`config.mk`:
```
export PLATFORM = sky130hd
export DESIGN_NAME = dprr_regs
export DESIGN_NICKNAME = d
export VERILOG_FILES = /design/src/dprr_regs.v
export VERILOG_INCLUDE_DIRS = /design/src
export SDC_FILE = /design/constraint.sdc
export NUM_CORES = 1
export LEC_CHECK = 0
export CORE_ASPECT_RATIO = 1.75
export CORE_UTILIZATION = 40
export CTS_CLUSTER_DIAMETER = 60
export DETAILED_ROUTE_END_ITERATION = 10
export DONT_BUFFER_PORTS = 1
export SYNTH_ARGS = -nofsm -noshare
export SYNTH_HDL_FRONTEND = slang
export SYNTH_SLANG_ARGS = --single-unit
```
`constraint.sdc`:
```
create_clock -name aclk -period 3.9 [get_ports aclk]
set_input_delay 0.195 -clock aclk [delete_from_list [all_inputs] [get_ports aclk]]
set_output_delay 0.195 -clock aclk [all_outputs]
set_load 0.01 [all_outputs]
```
`src/dprr_defines.vh`:
```
// Purpose: Offsets, field positions and reset values for the protected
//          region register block.
// Assumes: 32-bit AXI4-Lite register bus, byte addresses.
// Notes:   Definitions only.
`ifndef DPRR_DEFINES_VH
`define DPRR_DEFINES_VH

// Register byte offsets
`define DPRR_OFF_LOW_BASE     12'h068
`define DPRR_OFF_LOW_LIMIT    12'h06c
`define DPRR_OFF_HIGH_BASE_LO 12'h070
`define DPRR_OFF_HIGH_BASE_HI 12'h074
`define DPRR_OFF_HIGH_LIMIT_LO 12'h078
`define DPRR_OFF_HIGH_LIMIT_HI 12'h07c
`define DPRR_OFF_ENABLE       12'h064
`define DPRR_OFF_CAP          12'h008

// Field positions
`define DPRR_EN_BIT           31
`define DPRR_PRS_BIT          0
`define DPRR_CAP_LOW_BIT      5
`define DPRR_CAP_HIGH_BIT     6

// Reset values
`define DPRR_RST_32           32'h0000_0000
`define DPRR_RST_64           64'h0000_0000_0000_0000

// AXI responses
`define DPRR_RESP_OKAY        2'b00
`define DPRR_RESP_SLVERR      2'b10

`endif

```
`src/dprr_regs.v`:
```
// Purpose: Protected low/high memory region registers with AXI4-Lite
//          access and a DMA address block check.
// Assumes: Single clock aclk, synchronous active-low aresetn. Inputs are
//          synchronous to aclk; one write and one read at most in flight.
// Notes:   Registers sit in a 12-bit byte window, one 32-bit word each, two for high base and high limit.
//          Writes while protection is on are not refused here; keeping
//          them out is the duty of software. Status lags enable by one
//          clock, so a check issued right after enabling is not blocked.
//          Unmapped offsets answer SLVERR and read as zero.
//          High words above the host address width are not stored.
//
// Notes on behaviour
// - Low limit register is read-only when low region unsupported.
// - High base register is read-only when high region unsupported.
// - Low limit bits N:0 decode as all ones.
// - High base bits N:0 decode as all zeros.
// - Reserved bits N:0 read back zero after any write.
// - Equal low base and limit upper bits protect 2^(N+1) bytes.
// - Low limit below low base disables the low region.
// - Low limit is 32 bits at 06Ch, field 31:(N+1), resets zero.
// - High base is 64 bits at 070h, field 63:(N+1), resets zero.
// - High base bits at host address width and above are ignored.
// - High base may place the region above or below 4GB.
// - Status reads 0 while disabled, 1 once enabled.
// - High limit below high base disables the high region.
//
// Implementation choice: register access over AXI4-Lite.
`timescale 1ns/1ps
`include "dprr_defines.vh"

module dprr_regs #(
  parameter RSVD_N        = 19,
  parameter HOST_AW       = 39,
  parameter LOW_SUPPORTED = 1,
  parameter HIGH_SUPPORTED = 1
) (
  input  wire        aclk,
  input  wire        aresetn,
  input  wire [11:0] s_axi_awaddr,
  input  wire        s_axi_awvalid,
  output wire        s_axi_awready,
  input  wire [31:0] s_axi_wdata,
  input  wire [3:0]  s_axi_wstrb,
  input  wire        s_axi_wvalid,
  output wire        s_axi_wready,
  output reg  [1:0]  s_axi_bresp,
  output reg         s_axi_bvalid,
  input  wire        s_axi_bready,
  input  wire [11:0] s_axi_araddr,
  input  wire        s_axi_arvalid,
  output wire        s_axi_arready,
  output reg  [31:0] s_axi_rdata,
  output reg  [1:0]  s_axi_rresp,
  output reg         s_axi_rvalid,
  input  wire        s_axi_rready,
  input  wire [63:0] dma_addr,
  input  wire        dma_valid,
  output reg         dma_blocked
);

  // Writable masks: field above N, and below host address width for high
  localparam [63:0] FIELD_MASK = ~((64'h1 << (RSVD_N + 1)) - 64'h1);
  localparam [63:0] HAW_MASK   = (HOST_AW >= 64) ? 64'hffff_ffff_ffff_ffff
                                 : ((64'h1 << HOST_AW) - 64'h1);
  localparam [63:0] HIGH_MASK  = FIELD_MASK & HAW_MASK;
  localparam [31:0] LOW_MASK   = FIELD_MASK[31:0];
  localparam [63:0] LOW_ONES   = ~FIELD_MASK;
  // Bits N:0 are never stored, so software reads them back as zero and
  // can find N; the decoders below supply their ones or zeros instead.

  // Byte offsets of the mapped registers
  localparam [11:0] OFF_CAP      = `DPRR_OFF_CAP;
  localparam [11:0] OFF_ENABLE   = `DPRR_OFF_ENABLE;
  localparam [11:0] OFF_LOW_BASE = `DPRR_OFF_LOW_BASE;
  localparam [11:0] OFF_LOW_LIM  = `DPRR_OFF_LOW_LIMIT;
  localparam [11:0] OFF_HB_LO    = `DPRR_OFF_HIGH_BASE_LO;
  localparam [11:0] OFF_HB_HI    = `DPRR_OFF_HIGH_BASE_HI;
  localparam [11:0] OFF_HL_LO    = `DPRR_OFF_HIGH_LIMIT_LO;
  localparam [11:0] OFF_HL_HI    = `DPRR_OFF_HIGH_LIMIT_HI;

  // Select codes from the address decoder
  // Code zero marks an unmapped offset
  localparam [3:0]  SEL_NONE     = 4'h0;
  localparam [3:0]  SEL_CAP      = 4'h1;
  localparam [3:0]  SEL_ENABLE   = 4'h2;
  localparam [3:0]  SEL_LOW_BASE = 4'h3;
  localparam [3:0]  SEL_LOW_LIM  = 4'h4;
  localparam [3:0]  SEL_HB_LO    = 4'h5;
  localparam [3:0]  SEL_HB_HI    = 4'h6;
  localparam [3:0]  SEL_HL_LO    = 4'h7;
  localparam [3:0]  SEL_HL_HI    = 4'h8;

  // Register state and held write halves
  reg [31:0] low_base_q;
  reg [31:0] low_limit_q;
  reg [63:0] high_base_q;
  reg [63:0] high_limit_q;
  reg        enable_q;
  reg        status_q;
  reg [11:0] awaddr_q;
  reg        aw_held_q;
  reg [31:0] wdata_q;
  reg [3:0]  wstrb_q;
  reg        w_held_q;

  // Byte-lane merge of write data into an old word
  // Lanes with a clear strobe keep their old byte
  function [31:0] merge;
    input [31:0] old;
    input [31:0] data;
    input [3:0]  strb;
    integer i;
    begin
      merge = old;
      for (i = 0; i < 4; i = i + 1) begin
        if (strb[i]) begin
          merge[i*8 +: 8] = data[i*8 +: 8];
        end
      end
    end
  endfunction

  // Inclusive range check of an address against decoded base and limit
  // An empty range, limit below base, never matches
  function in_range;
    input [63:0] addr;
    input [63:0] base;
    input [63:0] limit;
    begin
      in_range = (limit >= base) && (addr >= base) && (addr <= limit);
    end
  endfunction

  // Register select from a byte address; low two bits are ignored
  // Shared by the write path and the read mux
  function [3:0] reg_sel;
    input [11:0] addr;
    begin
      if (addr[11:2] == OFF_CAP[11:2]) begin
        reg_sel = SEL_CAP;
      end else if (addr[11:2] == OFF_ENABLE[11:2]) begin
        reg_sel = SEL_ENABLE;
      end else if (addr[11:2] == OFF_LOW_BASE[11:2]) begin
        reg_sel = SEL_LOW_BASE;
      end else if (addr[11:2] == OFF_LOW_LIM[11:2]) begin
        reg_sel = SEL_LOW_LIM;
      end else if (addr[11:2] == OFF_HB_LO[11:2]) begin
        reg_sel = SEL_HB_LO;
      end else if (addr[11:2] == OFF_HB_HI[11:2]) begin
        reg_sel = SEL_HB_HI;
      end else if (addr[11:2] == OFF_HL_LO[11:2]) begin
        reg_sel = SEL_HL_LO;
      end else if (addr[11:2] == OFF_HL_HI[11:2]) begin
        reg_sel = SEL_HL_HI;
      end else begin
        reg_sel = SEL_NONE;
      end
    end
  endfunction

  // Address and data are accepted independently, then combined
  // Both halves are refused while a response waits, so one write at a time
  // is in flight and the held copies cannot be overwritten.
  assign s_axi_awready = !aw_held_q && !s_axi_bvalid;
  assign s_axi_wready  = !w_held_q && !s_axi_bvalid;
  assign s_axi_arready = !s_axi_rvalid;

  wire        aw_fire = s_axi_awvalid && s_axi_awready;
  wire        w_fire  = s_axi_wvalid && s_axi_wready;
  wire        have_aw = aw_held_q || aw_fire;
  wire        have_w  = w_held_q || w_fire;
  wire        do_wr   = have_aw && have_w;
  wire [11:0] wr_addr = aw_held_q ? awaddr_q : s_axi_awaddr;
  wire [31:0] wr_data = w_held_q ? wdata_q : s_axi_wdata;
  wire [3:0]  wr_strb = w_held_q ? wstrb_q : s_axi_wstrb;

  // Decoded write and read targets; write uses the held copy if any
  wire [3:0]  wr_sel  = reg_sel(wr_addr);
  wire [3:0]  rd_sel  = reg_sel(s_axi_araddr);

  // Holding of address and data halves
  // Either half may come first; it waits here until its partner arrives
  always @(posedge aclk) begin
    if (!aresetn) begin
      aw_held_q <= 1'b0;
      w_held_q  <= 1'b0;
      awaddr_q  <= 12'h000;
      wdata_q   <= 32'h0000_0000;
      wstrb_q   <= 4'h0;
    end else begin
      if (do_wr) begin
        aw_held_q <= 1'b0;
        w_held_q  <= 1'b0;
      end else begin
        if (aw_fire) begin
          aw_held_q <= 1'b1;
          awaddr_q  <= s_axi_awaddr;
        end
        if (w_fire) begin
          w_held_q <= 1'b1;
          wdata_q  <= s_axi_wdata;
          wstrb_q  <= s_axi_wstrb;
        end
      end
    end
  end

  // Register writes and write response
  // Unsupported regions keep their reset value; the write still answers
  // OKAY so software probing the map sees no error.
  always @(posedge aclk) begin
    if (!aresetn) begin
      low_base_q   <= `DPRR_RST_32;
      low_limit_q  <= `DPRR_RST_32;
      high_base_q  <= `DPRR_RST_64;
      high_limit_q <= `DPRR_RST_64;
      enable_q     <= 1'b0;
      s_axi_bvalid <= 1'b0;
      s_axi_bresp  <= `DPRR_RESP_OKAY;
    end else begin
      if (s_axi_bvalid && s_axi_bready) begin
        s_axi_bvalid <= 1'b0;
      end
      if (do_wr) begin
        s_axi_bvalid <= 1'b1;
        s_axi_bresp  <= `DPRR_RESP_OKAY;
        if (wr_sel == SEL_LOW_BASE) begin
          if (LOW_SUPPORTED != 0) begin
            low_base_q <= merge(low_base_q, wr_data, wr_strb) & LOW_MASK;
          end
        end else if (wr_sel == SEL_LOW_LIM) begin
          if (LOW_SUPPORTED != 0) begin
            low_limit_q <= merge(low_limit_q, wr_data, wr_strb)
                           & LOW_MASK;
          end
        end else if (wr_sel == SEL_HB_LO) begin
          if (HIGH_SUPPORTED != 0) begin
            high_base_q[31:0] <= merge(high_base_q[31:0], wr_data, wr_strb)
                                 & HIGH_MASK[31:0];
          end
        end else if (wr_sel == SEL_HB_HI) begin
          if (HIGH_SUPPORTED != 0) begin
            high_base_q[63:32] <= merge(high_base_q[63:32], wr_data,
                                        wr_strb) & HIGH_MASK[63:32];
          end
        end else if (wr_sel == SEL_HL_LO) begin
          if (HIGH_SUPPORTED != 0) begin
            high_limit_q[31:0] <= merge(high_limit_q[31:0], wr_data,
                                        wr_strb) & HIGH_MASK[31:0];
          end
        end else if (wr_sel == SEL_HL_HI) begin
          if (HIGH_SUPPORTED != 0) begin
            high_limit_q[63:32] <= merge(high_limit_q[63:32], wr_data,
                                         wr_strb) & HIGH_MASK[63:32];
          end
        end else if (wr_sel == SEL_ENABLE) begin
          // Enable sits in the top byte lane
          if (wr_strb[3]) begin
            enable_q <= wr_data[`DPRR_EN_BIT];
          end
        end else if (wr_sel == SEL_CAP) begin
          s_axi_bresp <= `DPRR_RESP_OKAY;
        end else begin
          s_axi_bresp <= `DPRR_RESP_SLVERR;
        end
      end
    end
  end

  // Read data mux
  // Reads have no side effects, so the mux may look at the live address
  reg [31:0] rd_word;
  reg        rd_hit;
  always @* begin
    rd_word = 32'h0000_0000;
    rd_hit  = 1'b1;
    if (rd_sel == SEL_LOW_BASE) begin
      rd_word = low_base_q;
    end else if (rd_sel == SEL_LOW_LIM) begin
      rd_word = low_limit_q;
    end else if (rd_sel == SEL_HB_LO) begin
      rd_word = high_base_q[31:0];
    end else if (rd_sel == SEL_HB_HI) begin
      rd_word = high_base_q[63:32];
    end else if (rd_sel == SEL_HL_LO) begin
      rd_word = high_limit_q[31:0];
    end else if (rd_sel == SEL_HL_HI) begin
      rd_word = high_limit_q[63:32];
    end else if (rd_sel == SEL_ENABLE) begin
      // Status and capability bits are read-only
      rd_word[`DPRR_EN_BIT]  = enable_q;
      rd_word[`DPRR_PRS_BIT] = status_q;
    end else if (rd_sel == SEL_CAP) begin
      rd_word[`DPRR_CAP_LOW_BIT]  = (LOW_SUPPORTED != 0);
      rd_word[`DPRR_CAP_HIGH_BIT] = (HIGH_SUPPORTED != 0);
    end else begin
      rd_hit = 1'b0;
    end
  end

  // Read channel
  // Data is captured at the address handshake and stands until taken
  always @(posedge aclk) begin
    if (!aresetn) begin
      s_axi_rvalid <= 1'b0;
      s_axi_rdata  <= 32'h0000_0000;
      s_axi_rresp  <= `DPRR_RESP_OKAY;
    end else if (s_axi_arvalid && s_axi_arready) begin
      s_axi_rvalid <= 1'b1;
      s_axi_rdata  <= rd_word;
      s_axi_rresp  <= rd_hit ? `DPRR_RESP_OKAY : `DPRR_RESP_SLVERR;
    end else if (s_axi_rvalid && s_axi_rready) begin
      s_axi_rvalid <= 1'b0;
    end
  end

  // Decoded region bounds; low limit fills N:0 with ones, base with zeros
  // The high limit is filled with ones the same way as the low limit
  // An empty range (limit below base) turns a region off
  wire [63:0] low_base_dec   = {32'h0000_0000, low_base_q};
  wire [63:0] low_limit_dec  = {32'h0000_0000, low_limit_q}
                               | LOW_ONES;
  wire [63:0] high_base_dec  = high_base_q & HIGH_MASK;
  wire [63:0] high_limit_dec = high_limit_q | LOW_ONES;

  // Status follows enable one cycle later; DMA check gated by status
  // Checks issued in the cycle after enabling still pass unblocked
  always @(posedge aclk) begin
    if (!aresetn) begin
      status_q    <= 1'b0;
      dma_blocked <= 1'b0;
    end else begin
      status_q    <= enable_q;
      dma_blocked <= dma_valid && status_q &&
                     (in_range(dma_addr, low_base_dec,
                               low_limit_dec) ||
                      in_range(dma_addr, high_base_dec,
                               high_limit_dec));
    end
  end

endmodule

```
==> impl_results.md <==
- Crit share post-route: approximately 72%
- Clk pin slew, worst setup/hold paths: about 0.060 ns
- Top cells by count, synth: dfxtp_1, ha_1, nand2_1
- First drt pass iteration count: 5
- Die Span Y: between 150 and 200 µm
- TritonCTS Sinks: between 100 and 150
- DP Worst Slack: roughly 1.1 ns
- Worst relative slew slack: between 30 and 40%
- Synth area leader: dfxtp_1
- Hold WC Path Type: in2reg
- Area fraction of the dominant cell type after synthesis: 31.3%
- Num CTS Buffers: 17
- Layout cell share with drive strength beyond 1: 7.35%
- Met1 Usage GRT: approximately a quarter
- Startpoint types: register
- CP max FO: 17
- Area taken by multi-input logic gates: a little under 5000 µm²
- Max cap viols: 0
- Crit end category: register
- Register area share after synthesis: between 30 and 40%
- Main synth FF type: dfxtp_1
- Top post-synthesis cells by area: dfxtp_1, ha_1, mux2i_1, a21oi_1, nand2_1
- Core area: around 19000 µm²
- Drt wl/cell: about 20 µm
- Worst skew pair latency: between 0.4 and 0.5 ns
- Setup Skew: 0.0103 ns
- Synth cell types: 64
- # H-tree levels: 4
- Min Tclk post-route: between 2 and 3 ns
- Site Rows: 67
- Measured slew at the worst slew-check pin: 1.03 ns
- Global routing usage on met3: about 4.5%
- Slew Viols, Final: 0
- Fill count: 1890
- Yosys Warn Count: 0
- DRT Wirelength: approximately 24000 µm
- Die width: between 100 and 150 µm
- DR iter-0 viols: about 310
- CTS tree: done
- Data required, critical path: about 4.2 ns
- Outcome: completed
- Met2 Usage GRT: a little under half
- Hold Violations, Final: 0
- Gr busiest metal: met2
- # IOs: ~170
- Largest net degree at the start of global routing: 73
- Port Buf Inserts: 0
- FMAX: ~350 MHz
- Nets@finish: about 1200
- Final setup vio count: 0
- VDD IR max: between 0.3 and 0.4 mV
- Initial Util: between 40% and 50%
- Number of gates resized after cts: 0
- Asr flop ratio synth: 0%
- Die ar.: approximately 20000 µm²
- Vias in the first global route: about 7000
- Avg Inst Size Synth: 8.57 µm²
- Reg area: 2440 µm²
- Clk root buf: clkbuf_16
- Final ANT Viol Nets: 0
- Mapped Cells: 912
- Routability Congestion: approximately 0.9
- Overflow after GRT: 0
- Final HPWL DP: 18600 µm
- Initial antenna violation count: 0
- ANT cells: 0
- Clock buffer depth: 2
- Final setup TNS: 0 ns
- Number of synthesized register bits: ~120
- Final worst setup slack: 1.07 ns
- Synthesis-to-finish area growth: 15.2%
- Mapped Area: 7810 µm²
- Hold_ws: 0.0738 ns
- P per Cell Area: between 300 and 400 nW/µm²
- # DRC: 0
- Via count: around 6800
- EDFF count, synth: 0
- First-pass GRT wire length: between 30000 and 40000 µm
- RSZ-0062 raised after global routing: false
- Leak pwr: 3.56 nW
- Most frequent cell after synthesis: dfxtp_1
- Vias per cell: roughly 5.7
- Total GRT Usage: 24.6%
- Crit path DAT: approximately 3.1 ns
- Crit path kind: reg2reg
## repair_timing
action | CTS | global route
buffers inserted | 0 | 0
endpoints found under the hold margin | 87 | 0
hold buffers | 39 | 0
## critical path, stage by stage (launching register included)
cell and delay, ns:
dfxtp_1 0.68, or4b_4 0.57, a22oi_4 0.34, nand4_2 0.18, or3_1 0.62, nor2_1 0.23, a211oi_2 0.06
## registers in the layout (all words and copies together) (netlist names), 3 cells and up
signal        count
high_limit_q     19
high_base_q      19
wdata_q          19
awaddr_q         10
low_base_q       12
wstrb_q           3
low_limit_q      12
s_axi_rdata      19
## layer usage
metal,up-vias,share of wire [%]
li1,3329,-
met1,3182,38
met2,190,53
met3,59,4.5
met4,0,4.5
met5,-,0
## power breakdown
| group | switching, W | internal, W | total [W] |
|---|---|---|---|
| Sequential | 0.0000315 | 0.00128 | 0.00131 |
| Clock | 0.000584 | 0.00110 | 0.00169 |
| Combinational | 0.000204 | 0.000154 | 0.000358 |
| Total | 0.000820 | 0.00254 | 0.00336 |
## per-stage QoR
step / power [W] / util (%) / instance area [µm²] / std cells
finish: 0.00336 / 47.1 / 9000 / 1194
global route: 0.00348 / 47.1 / 9000 / 1194
CTS: 0.00338 / 47.1 / 9000 / 1194
detailed placement: 0.00165 / 41.6 / 7960 / 1123
global placement: 0.00164 / 41.6 / 7960 / 1123
floorplan: 0.00159 / - / 7870 / 926
## final timing paths
check	start	to	slack (ns)	depth (start not counted)
worst min register to register	wdata_q[22]$_SDFFE_PN0P_	wdata_q[22]$_SDFFE_PN0P_	0.46	2
worst max register to register	aw_held_q$_SDFFE_PP0P_	high_limit_q[38]$_SDFFE_PN0P_	1.07	6
worst min-delay path	s_axi_araddr[3]	s_axi_rdata[4]$_SDFFE_PN0P_	0.07	4
worst max-delay path	aw_held_q$_SDFFE_PP0P_	high_limit_q[38]$_SDFFE_PN0P_	1.07	6
## cell type report
type	instances	share of cell area, %
multi-input combinational	683	54.4
sequential	122	27.1
timing repair buffer	48	5.28
clock buffer	22	5.16
tap	241	3.35
inverter	68	2.84
clock inverter	10	1.85
## cell usage in the layout (no fill, tap or decap), types with 17 or more instances in the layout
cell type      instances
dfxtp_1              122
ha_1                  91
nand2_1               88
inv_1                 68
nor2_1                67
a21oi_1               66
mux2i_1               54
dlygate4sd3_1         38
o21ai_0               28
nand4_1               22
a21boi_0              21
a211oi_1              19
nor2b_1               19
nor3_1                18
clkbuf_16             17
## cells by family (layout without fill, tap and decap cells)
group	Yosys count	in the layout	synth area share, %
multiplexers	69	69	9.08
flip-flops	122	122	31.3
other	1	15	0.0480
buffers and inverters	121	148	6.77
adder cells (fa/ha/maj)	91	91	14.6
XOR/XNOR	3	3	0.336
AND/OR/NAND/NOR	284	284	18.0
AO/OA/AOI/OAI	221	221	19.9
(Power assumes the default switching activity.)
